--- src/dosc_consts.svh ---
`ifndef DOSC_CONSTS_SVH
`define DOSC_CONSTS_SVH

// register indices; the byte address is four times the index
`define DOSC_IDX_PRESCALE 8'h02
`define DOSC_IDX_DAC 8'h08
`define DOSC_IDX_OFFSET 8'h0e
`define DOSC_IDX_STATUS 8'h10

// prescale word fields and the dac field position
`define DOSC_PS_RATE_LSB 14
`define DOSC_PS_PCT_LSB 11
`define DOSC_PS_IDLE_BIT 10
`define DOSC_PS_DIV_LSB 6
`define DOSC_DAC_LSB 6

// reset values
`define DOSC_PS_RST 16'h6000
`define DOSC_DAC_RST 10'h1f4
`define DOSC_OFS_RST 5'h0c

// model constants
`define DOSC_DIV_MAX 4'h8
`define DOSC_OFS_STEP 16'h0040
`define DOSC_INC_BASE 16'h0800

// timing
`define DOSC_CLK_MHZ 50
`define DOSC_STARTUP_TICKS 512
`define DOSC_SLEEP_FILT_NS 10000
`define DOSC_SLEEP_PERIODS 2
`define DOSC_SETTLE_US 100

`endif

--- src/dosc_pkg.sv ---
`default_nettype none
package dosc_pkg;
  // power sequencing of the master oscillator
  typedef enum logic [1:0] {
    DOSC_SLEEP,
    DOSC_STARTUP,
    DOSC_RUN
  } dosc_pwr_t;
endpackage
`default_nettype wire

--- src/dosc_if.sv ---
`timescale 1ns/1ns
`default_nettype none
interface dosc_if;
  // oscillator configuration and status
  logic osc_run;
  logic spread;
  logic [1:0] rate;
  logic [2:0] pct;
  logic [3:0] div;
  logic [9:0] dac;
  logic [4:0] ofs;
  logic tick;
  logic div_lvl;
  // serial bit engine
  logic scl;
  logic sda_in;
  logic [7:0] tx_byte;
  logic tx_en;
  logic [7:0] rx_byte;
  logic rx_valid;
  logic sda_pull;

  modport osc (input osc_run, spread, rate, pct, div, dac, ofs, output tick, div_lvl);
  modport osc_ctl (output osc_run, spread, rate, pct, div, dac, ofs, input tick, div_lvl);
  modport ser (input scl, sda_in, tx_byte, tx_en, output rx_byte, rx_valid, sda_pull);
  modport ser_ctl (output scl, sda_in, tx_byte, tx_en, input rx_byte, rx_valid, sda_pull);
endinterface
`default_nettype wire

--- src/dosc_top.sv ---
// Functional notes
// - spread_en high applies dither to the master oscillator.
// - spread_en low removes all dither, giving a plain clock.
// - out_gate high enables the clock output buffer.
// - out_gate low disables output while the oscillator keeps running.
// - osc_sleep_n high keeps the master oscillator running.
// - osc_sleep_n low stops the oscillator and enters power-down.
// - serial data sampled on rising scl, changed after falling scl.
// - sda is only ever pulled low, open-drain style.
// - startup delay after power-down, then host waits frequency settle time.
// - output frequency set only by offset, dac and prescale settings.
// - startup delay is 512 master oscillator cycles.
// - idle output floats when idle_drive_low is 0, low when 1.
// - output enable and power-down release synchronised, no runt pulses.
//
// The implementer's own choices: the AHB-Lite register port and the placing of the registers.
`timescale 1ns/1ns
`default_nettype none
`include "dosc_consts.svh"
module dosc_top #(
  parameter int ACC_W = 20,
  parameter int SETTLE_CYC = `DOSC_SETTLE_US * `DOSC_CLK_MHZ
) (
  input wire logic clk,
  input wire logic rst,
  input wire logic hsel,
  input wire logic [31:0] haddr,
  input wire logic [1:0] htrans,
  input wire logic hwrite,
  input wire logic [2:0] hsize,
  input wire logic [31:0] hwdata,
  input wire logic hready,
  output logic hreadyout,
  output logic [31:0] hrdata,
  output logic hresp,
  input wire logic spread_en,
  input wire logic out_gate,
  input wire logic osc_sleep_n,
  input wire logic scl,
  input wire logic sda_in,
  output logic sda_out,
  output logic sda_oe_n,
  output logic clk_out,
  output logic clk_out_oe_n,
  output logic [7:0] rx_byte,
  output logic rx_valid
);
  localparam logic [9:0] A_PS = {`DOSC_IDX_PRESCALE, 2'b00};
  localparam logic [9:0] A_DAC = {`DOSC_IDX_DAC, 2'b00};
  localparam logic [9:0] A_OFS = {`DOSC_IDX_OFFSET, 2'b00};
  localparam logic [9:0] A_STAT = {`DOSC_IDX_STATUS, 2'b00};
  localparam int FILT_CYC = (`DOSC_SLEEP_FILT_NS * `DOSC_CLK_MHZ + 999) / 1000;
  localparam logic [9:0] FILT_LAST = 10'(FILT_CYC - 1);
  localparam logic [9:0] START_LAST = 10'(`DOSC_STARTUP_TICKS - 1);
  localparam logic [1:0] PERIODS = 2'(`DOSC_SLEEP_PERIODS);

  dosc_if bus_if ();

  logic [15:0] ps_reg;
  logic [9:0] dac_reg;
  logic [4:0] ofs_reg;
  logic wr_pend_reg;
  logic rd_pend_reg;
  logic [9:0] addr_q_reg;
  logic hreadyout_reg;
  logic [31:0] hrdata_reg;
  dosc_pkg::dosc_pwr_t pwr_reg;
  logic [9:0] start_cnt_reg;
  logic [9:0] filt_cnt_reg;
  logic [1:0] edge_cnt_reg;
  logic lvl_q_reg;
  logic spread_q_reg;
  logic active_reg;
  logic clk_out_reg;
  logic clk_out_oe_n_reg;
  logic sda_oe_n_reg;
  logic [31:0] settle_cnt_reg;
  logic settle_done_reg;
  logic [7:0] rx_byte_reg;
  logic rx_valid_reg;

  // bus phase decode; the upper address bits are not decoded
  wire addr_phase = hsel && htrans[1] && hready;
  wire wr_ps = wr_pend_reg && (addr_q_reg == A_PS);
  wire wr_dac = wr_pend_reg && (addr_q_reg == A_DAC);
  wire wr_ofs = wr_pend_reg && (addr_q_reg == A_OFS);
  wire running = (pwr_reg == dosc_pkg::DOSC_RUN);
  wire idle_low = ps_reg[`DOSC_PS_IDLE_BIT];
  wire lvl_fall = lvl_q_reg && !bus_if.div_lvl;
  wire sleep_go = !osc_sleep_n && (filt_cnt_reg >= FILT_LAST) && (edge_cnt_reg >= PERIODS);
  wire [31:0] stat_word = {27'h000_0000, spread_q_reg, settle_done_reg, active_reg, running,
                           pwr_reg == dosc_pkg::DOSC_SLEEP};

  // read mux; unmapped addresses read as zero
  wire [31:0] rd_word = (addr_q_reg == A_PS) ? {16'h0000, ps_reg} :
                        (addr_q_reg == A_DAC) ? {16'h0000, dac_reg, 6'h00} :
                        (addr_q_reg == A_OFS) ? {24'h00_0000, 3'b111, ofs_reg} :
                        (addr_q_reg == A_STAT) ? stat_word : 32'h0000_0000;

  // oscillator configuration
  assign bus_if.osc_run = (pwr_reg != dosc_pkg::DOSC_SLEEP);
  assign bus_if.spread = spread_q_reg;
  assign bus_if.rate = ps_reg[`DOSC_PS_RATE_LSB +: 2];
  assign bus_if.pct = ps_reg[`DOSC_PS_PCT_LSB +: 3];
  assign bus_if.div = ps_reg[`DOSC_PS_DIV_LSB +: 4];
  assign bus_if.dac = dac_reg;
  assign bus_if.ofs = ofs_reg;

  // serial engine hookup; transmit byte is the high half of the prescale word
  assign bus_if.scl = scl;
  assign bus_if.sda_in = sda_in;
  assign bus_if.tx_byte = ps_reg[15:8];
  assign bus_if.tx_en = 1'b1;

  dosc_osc #(
    .ACC_W(ACC_W)
  ) u_osc (
    .clk(clk),
    .rst(rst),
    .p(bus_if.osc)
  );

  dosc_ser u_ser (
    .clk(clk),
    .rst(rst),
    .p(bus_if.ser)
  );

  // bus slave: writes take no wait, reads take one so the data comes from a flop
  always_ff @(posedge clk or posedge rst)
  begin
    if (rst)
    begin
      wr_pend_reg <= 1'b0;
      rd_pend_reg <= 1'b0;
      addr_q_reg <= '0;
      hreadyout_reg <= 1'b1;
      hrdata_reg <= '0;
    end
    else
    begin
      wr_pend_reg <= addr_phase && hwrite;
      rd_pend_reg <= addr_phase && !hwrite;
      if (addr_phase)
        addr_q_reg <= haddr[9:0];
      if (addr_phase && !hwrite)
        hreadyout_reg <= 1'b0;
      else if (rd_pend_reg)
      begin
        hreadyout_reg <= 1'b1;
        hrdata_reg <= rd_word;
      end
    end
  end

  // configuration registers
  always_ff @(posedge clk or posedge rst)
  begin
    if (rst)
    begin
      ps_reg <= `DOSC_PS_RST;
      dac_reg <= `DOSC_DAC_RST;
      ofs_reg <= `DOSC_OFS_RST;
    end
    else
    begin
      if (wr_ps)
        ps_reg <= {hwdata[15:6], 6'h00};
      if (wr_dac)
        dac_reg <= hwdata[`DOSC_DAC_LSB +: 10];
      if (wr_ofs)
        ofs_reg <= hwdata[4:0];
    end
  end

  // power-down deglitch: low time plus output periods seen while low
  always_ff @(posedge clk or posedge rst)
  begin
    if (rst)
    begin
      filt_cnt_reg <= '0;
      edge_cnt_reg <= '0;
      lvl_q_reg <= 1'b0;
    end
    else
    begin
      lvl_q_reg <= bus_if.div_lvl;
      if (osc_sleep_n || pwr_reg == dosc_pkg::DOSC_SLEEP)
      begin
        filt_cnt_reg <= '0;
        edge_cnt_reg <= '0;
      end
      else
      begin
        if (filt_cnt_reg != FILT_LAST)
          filt_cnt_reg <= filt_cnt_reg + 10'd1;
        if (lvl_fall && edge_cnt_reg != PERIODS)
          edge_cnt_reg <= edge_cnt_reg + 2'd1;
      end
    end
  end

  // power sequencing; release waits the startup count of oscillator ticks
  always_ff @(posedge clk or posedge rst)
  begin
    if (rst)
    begin
      pwr_reg <= dosc_pkg::DOSC_STARTUP;
      start_cnt_reg <= '0;
    end
    else
    begin
      unique case (pwr_reg)
        dosc_pkg::DOSC_SLEEP:
        begin
          start_cnt_reg <= '0;
          if (osc_sleep_n)
            pwr_reg <= dosc_pkg::DOSC_STARTUP;
        end
        dosc_pkg::DOSC_STARTUP:
        begin
          if (sleep_go)
            pwr_reg <= dosc_pkg::DOSC_SLEEP;
          else if (bus_if.tick)
          begin
            start_cnt_reg <= start_cnt_reg + 10'd1;
            if (start_cnt_reg == START_LAST)
              pwr_reg <= dosc_pkg::DOSC_RUN;
          end
        end
        dosc_pkg::DOSC_RUN:
        begin
          if (sleep_go)
            pwr_reg <= dosc_pkg::DOSC_SLEEP;
        end
      endcase
    end
  end

  // frequency settle flag, restarted by startup and frequency writes
  always_ff @(posedge clk or posedge rst)
  begin
    if (rst)
    begin
      settle_cnt_reg <= '0;
      settle_done_reg <= 1'b0;
    end
    else if (!running || wr_dac || wr_ofs)
    begin
      settle_cnt_reg <= '0;
      settle_done_reg <= 1'b0;
    end
    else if (settle_cnt_reg != 32'(SETTLE_CYC))
      settle_cnt_reg <= settle_cnt_reg + 32'd1;
    else
      settle_done_reg <= 1'b1;
  end

  // out_gate takes effect only while the divided clock is low, so no runt pulse; sleep entry drops the gate at once
  always_ff @(posedge clk or posedge rst)
  begin
    if (rst)
      active_reg <= 1'b0;
    else if (!running || sleep_go)
      active_reg <= 1'b0; // drop with the sleep entry so no pulse leaks into power-down
    else if (!bus_if.div_lvl)
      active_reg <= out_gate;
  end

  // pin flops
  always_ff @(posedge clk or posedge rst)
  begin
    if (rst)
    begin
      spread_q_reg <= 1'b0;
      clk_out_reg <= 1'b0;
      clk_out_oe_n_reg <= 1'b1;
      sda_oe_n_reg <= 1'b1;
      rx_byte_reg <= '0;
      rx_valid_reg <= 1'b0;
    end
    else
    begin
      spread_q_reg <= spread_en;
      clk_out_reg <= active_reg && bus_if.div_lvl;
      clk_out_oe_n_reg <= !(active_reg || idle_low);
      sda_oe_n_reg <= !bus_if.sda_pull;
      rx_byte_reg <= bus_if.rx_byte;
      rx_valid_reg <= bus_if.rx_valid;
    end
  end

  assign hreadyout = hreadyout_reg;
  assign hrdata = hrdata_reg;
  assign hresp = 1'b0;
  assign sda_out = 1'b0;
  assign clk_out = clk_out_reg;
  assign clk_out_oe_n = clk_out_oe_n_reg;
  assign sda_oe_n = sda_oe_n_reg;
  assign rx_byte = rx_byte_reg;
  assign rx_valid = rx_valid_reg;

  property p_sleep_idle;
    @(posedge clk) disable iff (rst) (pwr_reg == dosc_pkg::DOSC_SLEEP) |=> !clk_out && !active_reg;
  endproperty
  a_sleep_idle: assert property (p_sleep_idle) else $error("output active in power-down");

  property p_idle_pin;
    @(posedge clk) disable iff (rst) !active_reg |=> (clk_out_oe_n == !$past(idle_low)) && !clk_out;
  endproperty
  a_idle_pin: assert property (p_idle_pin) else $error("idle pin state wrong");

  property p_gate_off;
    @(posedge clk) disable iff (rst) (active_reg && !out_gate && !bus_if.div_lvl) |=> !active_reg;
  endproperty
  a_gate_off: assert property (p_gate_off) else $error("output not disabled by gate");

  property p_gate_on;
    @(posedge clk) disable iff (rst) (running && out_gate && !bus_if.div_lvl && !sleep_go) |=> active_reg;
  endproperty
  a_gate_on: assert property (p_gate_on) else $error("output not enabled by gate");

  property p_osc_keeps;
    @(posedge clk) disable iff (rst) (running && osc_sleep_n) |=> running && bus_if.osc_run;
  endproperty
  a_osc_keeps: assert property (p_osc_keeps) else $error("oscillator stopped while awake");

  property p_no_runt;
    @(posedge clk) disable iff (rst) $rose(active_reg) |-> !$past(bus_if.div_lvl);
  endproperty
  a_no_runt: assert property (p_no_runt) else $error("output enabled mid-pulse");

  property p_startup;
    @(posedge clk) disable iff (rst) $rose(running) |-> $past(start_cnt_reg) == START_LAST && $past(bus_if.tick);
  endproperty
  a_startup: assert property (p_startup) else $error("run entered before startup count");

  property p_sleep_enter;
    @(posedge clk) disable iff (rst) $rose(pwr_reg == dosc_pkg::DOSC_SLEEP) |->
      $past(filt_cnt_reg) == FILT_LAST && !$past(osc_sleep_n) ##1 !bus_if.osc_run;
  endproperty
  a_sleep_enter: assert property (p_sleep_enter) else $error("power-down without deglitch");

  property p_spread;
    @(posedge clk) disable iff (rst) ##1 bus_if.spread == $past(spread_en);
  endproperty
  a_spread: assert property (p_spread) else $error("dither enable not following pin");

  property p_sda_edge;
    @(posedge clk) disable iff (rst) $changed(sda_oe_n) |-> !$past(scl, 2) && $past(scl, 3);
  endproperty
  a_sda_edge: assert property (p_sda_edge) else $error("sda changed off a falling scl");

  property p_sda_od;
    @(posedge clk) disable iff (rst) !sda_oe_n |-> !sda_out && $past(bus_if.sda_pull);
  endproperty
  a_sda_od: assert property (p_sda_od) else $error("sda driven other than low");
endmodule
`default_nettype wire

--- src/dosc_osc.sv ---
`timescale 1ns/1ns
`default_nettype none
`include "dosc_consts.svh"
module dosc_osc #(
  parameter int ACC_W = 20
) (
  input wire logic clk,
  input wire logic rst,
  dosc_if.osc p
);
  logic [ACC_W-1:0] acc_reg;
  logic [12:0] tri_ctr_reg;
  logic [7:0] div_cnt_reg;
  logic tick_reg;
  logic lvl_reg;

  // frequency word comes only from offset and dac; prescale only divides
  wire [15:0] base_inc = 16'(`DOSC_INC_BASE + 16'(p.ofs) * `DOSC_OFS_STEP + 16'(p.dac));
  wire [1:0] rate_sh = (p.rate == 2'b11) ? 2'b10 : p.rate;
  wire [12:0] phase = 13'(tri_ctr_reg << rate_sh);
  wire [11:0] tri_v = phase[12] ? ~phase[11:0] : phase[11:0];
  // reserved percentage codes fall back to the smallest depth
  wire [2:0] pct_sh = (p.pct == 3'b001) ? 3'd1 : (p.pct == 3'b010) ? 3'd2 :
                      (p.pct == 3'b100) ? 3'd3 : (p.pct == 3'b111) ? 3'd4 : 3'd0;
  wire [15:0] dev = 16'({4'h0, tri_v} >> (3'd7 - pct_sh));
  // dither only pulls the frequency down, never up
  wire [15:0] inc = p.spread ? 16'(base_inc - dev) : base_inc;
  wire [ACC_W:0] sum = {1'b0, acc_reg} + (ACC_W+1)'(inc);
  wire [3:0] div_sel = (p.div > `DOSC_DIV_MAX) ? `DOSC_DIV_MAX : p.div;
  // exponent 0 passes the master square wave itself; a tick counter bit would halve it
  wire lvl_sel = (div_sel == 4'd0) ? acc_reg[ACC_W-1] : div_cnt_reg[3'(div_sel - 4'd1)];

  // phase accumulator, triangle and prescale counters; cleared while stopped
  always_ff @(posedge clk or posedge rst)
  begin
    if (rst)
    begin
      acc_reg <= '0;
      tick_reg <= 1'b0;
      tri_ctr_reg <= '0;
      div_cnt_reg <= '0;
      lvl_reg <= 1'b0;
    end
    else if (!p.osc_run)
    begin
      acc_reg <= '0;
      tick_reg <= 1'b0;
      tri_ctr_reg <= '0;
      div_cnt_reg <= '0;
      lvl_reg <= 1'b0;
    end
    else
    begin
      acc_reg <= sum[ACC_W-1:0];
      tick_reg <= sum[ACC_W];
      if (tick_reg)
      begin
        tri_ctr_reg <= tri_ctr_reg + 13'd1;
        div_cnt_reg <= div_cnt_reg + 8'd1;
      end
      lvl_reg <= lvl_sel;
    end
  end

  assign p.tick = tick_reg;
  assign p.div_lvl = lvl_reg;
endmodule
`default_nettype wire

--- src/dosc_ser.sv ---
`timescale 1ns/1ns
`default_nettype none
module dosc_ser (
  input wire logic clk,
  input wire logic rst,
  dosc_if.ser p
);
  logic scl_q_reg;
  logic sda_q_reg;
  logic [7:0] rx_sh_reg;
  logic [7:0] tx_sh_reg;
  logic [2:0] cnt_reg;
  logic [7:0] rx_byte_reg;
  logic rx_valid_reg;
  logic pull_reg;

  // edge and start detection from the previous line levels
  wire scl_rise = p.scl && !scl_q_reg;
  wire scl_fall = !p.scl && scl_q_reg;
  wire start_cond = p.scl && scl_q_reg && sda_q_reg && !p.sda_in;

  // shift in on rising edges, shift out after falling edges
  always_ff @(posedge clk or posedge rst)
  begin
    if (rst)
    begin
      scl_q_reg <= 1'b1;
      sda_q_reg <= 1'b1;
      rx_sh_reg <= '0;
      tx_sh_reg <= '0;
      cnt_reg <= '0;
      rx_byte_reg <= '0;
      rx_valid_reg <= 1'b0;
      pull_reg <= 1'b0;
    end
    else
    begin
      scl_q_reg <= p.scl;
      sda_q_reg <= p.sda_in;
      rx_valid_reg <= 1'b0;
      if (start_cond)
      begin
        cnt_reg <= '0;
        tx_sh_reg <= p.tx_byte;
      end
      else if (scl_rise)
      begin
        rx_sh_reg <= {rx_sh_reg[6:0], p.sda_in};
        cnt_reg <= cnt_reg + 3'd1;
        if (cnt_reg == 3'd7)
        begin
          rx_byte_reg <= {rx_sh_reg[6:0], p.sda_in};
          rx_valid_reg <= 1'b1;
        end
      end
      if (!p.tx_en)
        pull_reg <= 1'b0;
      else if (scl_fall && !start_cond)
      begin
        pull_reg <= !tx_sh_reg[7];
        tx_sh_reg <= {tx_sh_reg[6:0], 1'b1};
      end
    end
  end

  assign p.rx_byte = rx_byte_reg;
  assign p.rx_valid = rx_valid_reg;
  assign p.sda_pull = pull_reg;
endmodule
`default_nettype wire

--- config.mk ---
export PLATFORM = sky130hd
export DESIGN_NAME = dosc_top
export DESIGN_NICKNAME = d
export VERILOG_FILES = /design/src/dosc_pkg.sv /design/src/dosc_if.sv /design/src/dosc_top.sv /design/src/dosc_osc.sv /design/src/dosc_ser.sv
export VERILOG_INCLUDE_DIRS = /design/src
export SDC_FILE = /design/constraint.sdc
export NUM_CORES = 1
export LEC_CHECK = 0
export BUFFER_PORTS_ARGS = -buffer_cell sky130_fd_sc_hd__buf_4
export CAP_MARGIN = 20
export CORE_MARGIN = 4
export CORE_UTILIZATION = 54
export DETAILED_ROUTE_END_ITERATION = 10
export GPL_ROUTABILITY_DRIVEN = 0
export PLACE_DENSITY_LB_ADDON = 0.08
export SYNTH_ARGS = -nofsm -noshare
export SYNTH_HDL_FRONTEND = slang
export SYNTH_HIERARCHICAL = 1
export SYNTH_SLANG_ARGS = --single-unit
--- constraint.sdc ---
create_clock -name clk -period 5.1 [get_ports clk]
set_clock_uncertainty 0.1 [all_clocks]
set_input_delay 1.02 -clock clk [delete_from_list [all_inputs] [get_ports clk]]
set_output_delay 1.02 -clock clk [all_outputs]
set_load 0.01 [all_outputs]
# Word-level counts from Yosys, hierarchy flattened
# Index checks and enable logic that the tools add are counted.
# word_totals
out_inout_bits	47
regBits	215
# op_classes
bitwise_logic	3
reduce_logical	49
magnitude_cmp	4
n_shift	2
n_mux	50
eq_ne	25
add_sub_neg	13
# op_table
operator	count
$mux W32	2
$mux W16	3
$mux W10	4
$mux W8	5
$add A32 B1 Y32 const B	1
$ne A32 B13 Y1 const B	1
$mux W13	2
$add A20 B16 Y21	1
$add A10 B1 Y10 const B	2
$eq A10 B6 Y1 const B	2
$mux W20	1
$pmux W10 S2	1
$logic_and A1 B1 Y1	18
$mux W3	6
$add A16 B10 Y16	1
$mux W2	8
$reduce_bool A2 Y1	8
$shr A12 B3 Y16	1
$sub A16 B16 Y16	1
$add A12 B11 Y13 const A	1
$add A13 B1 Y13 const B	1
$mux W1	13
$shl A13 B2 Y13	1
$mux W12	1
35 further kinds	61

# Depth between registers and ports, before layout
# logic_depth
word_depth	11
ltp_mapped	24
depth_no_buf	22

# Hierarchy
# The synthesis kept the hierarchy.
# by_module_without_submodules
mod	cells_each	seq_area_each_um2	area_each_um2	instances
dosc_top	524	3170.5	5870.6	1
dosc_osc	531	1076.0	4488.1	1
dosc_ser	98	753.2	1213.7	1

# Worst setup path before layout
# Ideal clock, no wire load.
# synth_path
path_type	reg-to-reg
start	reg ps_reg[14]
end	reg u_osc.acc_reg[19]
setup_time_ns	0.079
slack_ns	-0.239
synth_period_minus_slack_ns	5.339
stages_incl_launch_ff	25
n_path_buf	2
arrival_ns	5.160
required_ns	4.921
path_cell_list	dfstp_2 > buf_6 > buf_6 > mux2_4 > a221oi_1 > nor2_1 > o31ai_1 > nand2_1 > a22oi_1 > ha_1 > inv_1 > fa_1 > a21o_1 > a21oi_1 > o21bai_1 > a2111oi_4 > nor3_1 > or3_1 > ha_1 > a21oi_1 > o21ai_0 > a221o_1 > nor2b_1 > a21oi_1 > mux2i_1
# synth_between
elab_chain_len	10
# synth_rtl
element	line	text
from (decl)	dosc_top.sv:59	logic [15:0] ps_reg;
from (signal assigned)	dosc_top.sv:161	ps_reg <= `DOSC_PS_RST;
from (signal assigned)	dosc_top.sv:168	ps_reg <= {hwdata[15:6], 6'h00};
$eq A2 B2 Y1	dosc_osc.sv:19	wire [1:0] rate_sh = (p.rate == 2'b11) ? 2'b10 : p.rate;
$mux W2 (*)	dosc_osc.sv:19	
$shl A13 B2 Y13 (*)	dosc_osc.sv:20	wire [12:0] phase = 13'(tri_ctr_reg << rate_sh);
$not A12 Y12	dosc_osc.sv:21	wire [11:0] tri_v = phase[12] ? ~phase[11:0] : phase[11:0];
$mux W12 (*)	dosc_osc.sv:21	
$shr A12 B3 Y16 (*)	dosc_osc.sv:25	wire [15:0] dev = 16'({4'h0, tri_v} >> (3'd7 - pct_sh));
$sub A16 B16 Y16 (*)	dosc_osc.sv:27	wire [15:0] inc = p.spread ? 16'(base_inc - dev) : base_inc;
$mux W16 (*)	dosc_osc.sv:27	
$add A20 B16 Y21 (*)	dosc_osc.sv:28	wire [ACC_W:0] sum = {1'b0, acc_reg} + (ACC_W+1)'(inc);
$mux W20 (*)	dosc_osc.sv:44	else if (!p.osc_run)
to (signal assigned)	dosc_osc.sv:54	acc_reg <= sum[ACC_W-1:0];
to (decl)	dosc_osc.sv:11	logic [ACC_W-1:0] acc_reg;
# Mark *: on every way between the ends. The rest lies on a longest branch, timed or not.
# A chain may end at the register's enable or synchronous reset.

# Final worst setup path
# Same ends and word-level chain as after synthesis.

==> results_dict.tcl <==
set metrics [dict create \
    status "complete, but fails checks" \
    failed_checks "setup timing" \
    critPathKind "flip-flop to flip-flop" \
    crit_arrival_ns 5.60 \
    drtIter0Drc 477 \
    worst_slew_pin_slew_ns 0.993 \
    crit_path_max_incr_delay_ns 0.56 \
    ios 126 \
    coreArea_mm2 0.0210 \
    via_per_inst 5.65 \
    largest_reg_flops 32 \
    worst_path_max_delay_cell "dfstp_2" \
    grt_max_degree 127 \
    grt-ovfl-total 0 \
    holdBufCountCts 0 \
    synth_area_mm2 0.0116 \
    setup_viol 10 \
    ys_warn_count 6 \
    worstPathMaxFanout 5 \
    slew_viol_final 0 \
    die_w_um 154 \
    r2r_slack_ns -0.24 \
    final_cell_mix "183 x dfrtp_1, 167 x buf_4, 109 x nor2_1" \
    drc 0 \
    via_count 9001 \
    initial_core_util_pct 55.1 \
    crit_path_start_kind "flip-flop" \
    powerDensity_mw_per_mm2 361 \
    synthToLayoutAreaGrowth_pct 21.1 \
    avgSynthCellArea_um2 10.0 \
    grt_use_total_pct 22.6 \
    placementRows 53 \
    grt_pass1_vias 8905 \
    power.total_mw 5.06 \
    setup-tns-final_ns -1.30 \
    antenna_cells 0 \
    final_cell_area_mm2 0.0140 \
    rsz0062_at_grt "true" \
    ys.flop_type "dfrtp_1" \
    wl_per_cell_um 17.1 \
    wl_um 27200 \
    dp_hpwl_um 19100 \
    synth-seq-area-share_pct 43.2 \
    htreeDepth 4 \
    synthArstFlopShare_pct 100 \
    root_buffer "clkbuf_16" \
    utilization_pct 66.7 \
    min_period_ns 5.34 \
    worstPathRequired_ns 5.36 \
    hold_viol 0 \
    ys_seq_elements 199 \
    maxCapViolations 0 \
    drive_above_1_share_pct 29.4 \
    portBuffers 64 \
    firstDrtPassIters 5 \
    fin_cells 1594 \
    die_h_um 154 \
    yosys.cell_types.count 105 \
    clkTransAtPathRegs_ns 0.08 \
    synth_edf_count 0 \
    clock-sinks 199 \
    fin_nets 1434 \
    clock_latency_ns 0.44 \
    antenna_found_initial 0 \
    cp-end-kind "flip-flop" \
    placedCellCount 1535 \
    slew-limit-headroom_pct 33.3 \
    peakVddDrop_mv 0.242 \
    postLayoutSetupSlackWorst_ns -0.236 \
    die_area_mm2 0.0238 \
    final_common_cell "dfrtp_1" \
    grt_first_pass_wirelength_um 44300 \
    antenna_left 0 \
    synthesis.instances 1153 \
    min_path_type "flip-flop to flip-flop" \
    cts_buffer_depth 2 \
    fmax_mhz 187 \
    cts_buffers 17 \
    cts_tree "done" \
    dpl-instance-area_mm2 0.0128 \
    power.leakage_nw 6.36 \
    period_share_pct 105 \
]
## power by group
group          leakage [nW]  switching [mW]  internal, mW  total [mW]
logic                  3.46           0.883         0.814        1.70
registers              2.59           0.136          1.79        1.93
clock network         0.309           0.711         0.724        1.44
total                  6.36            1.73          3.33        5.06
## cell usage after synthesis (all sizes together) (11+ instances only)
cell type  count  area, um2
clkbuf        17       65.1
nor3          40        216
xor2          56        505
buf           44        312
mux2          61        698
nand2         94        363
a21oi         47        235
a211oi        11       92.6
nor2         113        424
or3           16        106
dfstp         16        420
a31oi         13       81.3
mux2i         36        380
nand4         28        188
dfrtp        183       4580
ha            46        576
nand3         47        235
a21o          16        128
xnor2         29        254
inv           42        158
o21ai         48        244
nor4          12        111
## critical path: cells and delay by family (launching register included)
family / cells / cell delay (ns)
compound gates: 11 / 2.06
fa+ha+maj: 3 / 0.88
mux: 4 / 0.77
flops: 1 / 0.56
buf+inv: 4 / 0.43
xor+xnor: 2 / 0.31
simple gates: 1 / 0.15
## repair_timing
action / in CTS / in global routing
hold endpoints to repair: 0 / 0
pin swaps: 31 / 41
setup buffers: 16 / 11
setup endpoints to repair: 11 / 13
gates cloned: 0 / 0
resized for setup: 32 / 54
## layout make-up
class                      count  area [um2]
inverter                      43         164
fill                        1666        7010
timing repair buffer         175        1380
multi-input combinational    870        6480
sequential                   199        5000
clock inverter                15         218
tap                          275         344
clock buffer                  17         425
## per-stage QoR
| step | hold WS [ns] | setup slack, ns |
|---|---|---|
| floorplan | 0.231 | 0.00619 |
| global placement | 0.236 | -0.248 |
| detailed placement | 0.248 | -0.294 |
| CTS | 0.267 | -0.293 |
| global route | 0.272 | -0.415 |
| finish | 0.263 | -0.236 |
## logic make-up after synthesis
group	Yosys count	synth area share, %
fa+ha+maj	50	5.58
other cells	3	0.0973
xor+xnor	85	6.56
flops	199	43.2
buf+inv	104	4.65
compound gates	194	11.6
mux	99	9.71
simple gates	419	18.6
## path summary, 6_finish.rpt
kind,to,cells after the start,start
worst max-delay path,u_osc/acc_reg[19]$_DFF_PP0_,25,ps_reg[14]$_DFFE_PP1P_
worst min-delay path,rx_valid$_DFF_PP0_,0,u_ser/p.rx_valid$_DFF_PP0_
worst max register to register,u_osc/acc_reg[19]$_DFF_PP0_,25,ps_reg[14]$_DFFE_PP1P_
worst min register to register,rx_valid$_DFF_PP0_,0,u_ser/p.rx_valid$_DFF_PP0_
max in group asynchronous,start_cnt_reg[1]$_DFFE_PP0P_,3,rst
min in group asynchronous,bus_if.spread$_DFF_PP0_,3,rst
## per-layer routing
metal  global-route usage (%)  share of wire, %  wire length, um  vias up
li1                         -                 -                -     4389
met1                     30.7                45            12300     4415
met2                     38.0                50            13500      158
met3                     3.89               3.5              958       39
met4                     5.63               1.8              487        0
met5                        0                 0                0        -
Note: power is estimated with default switching activity, not from simulation.
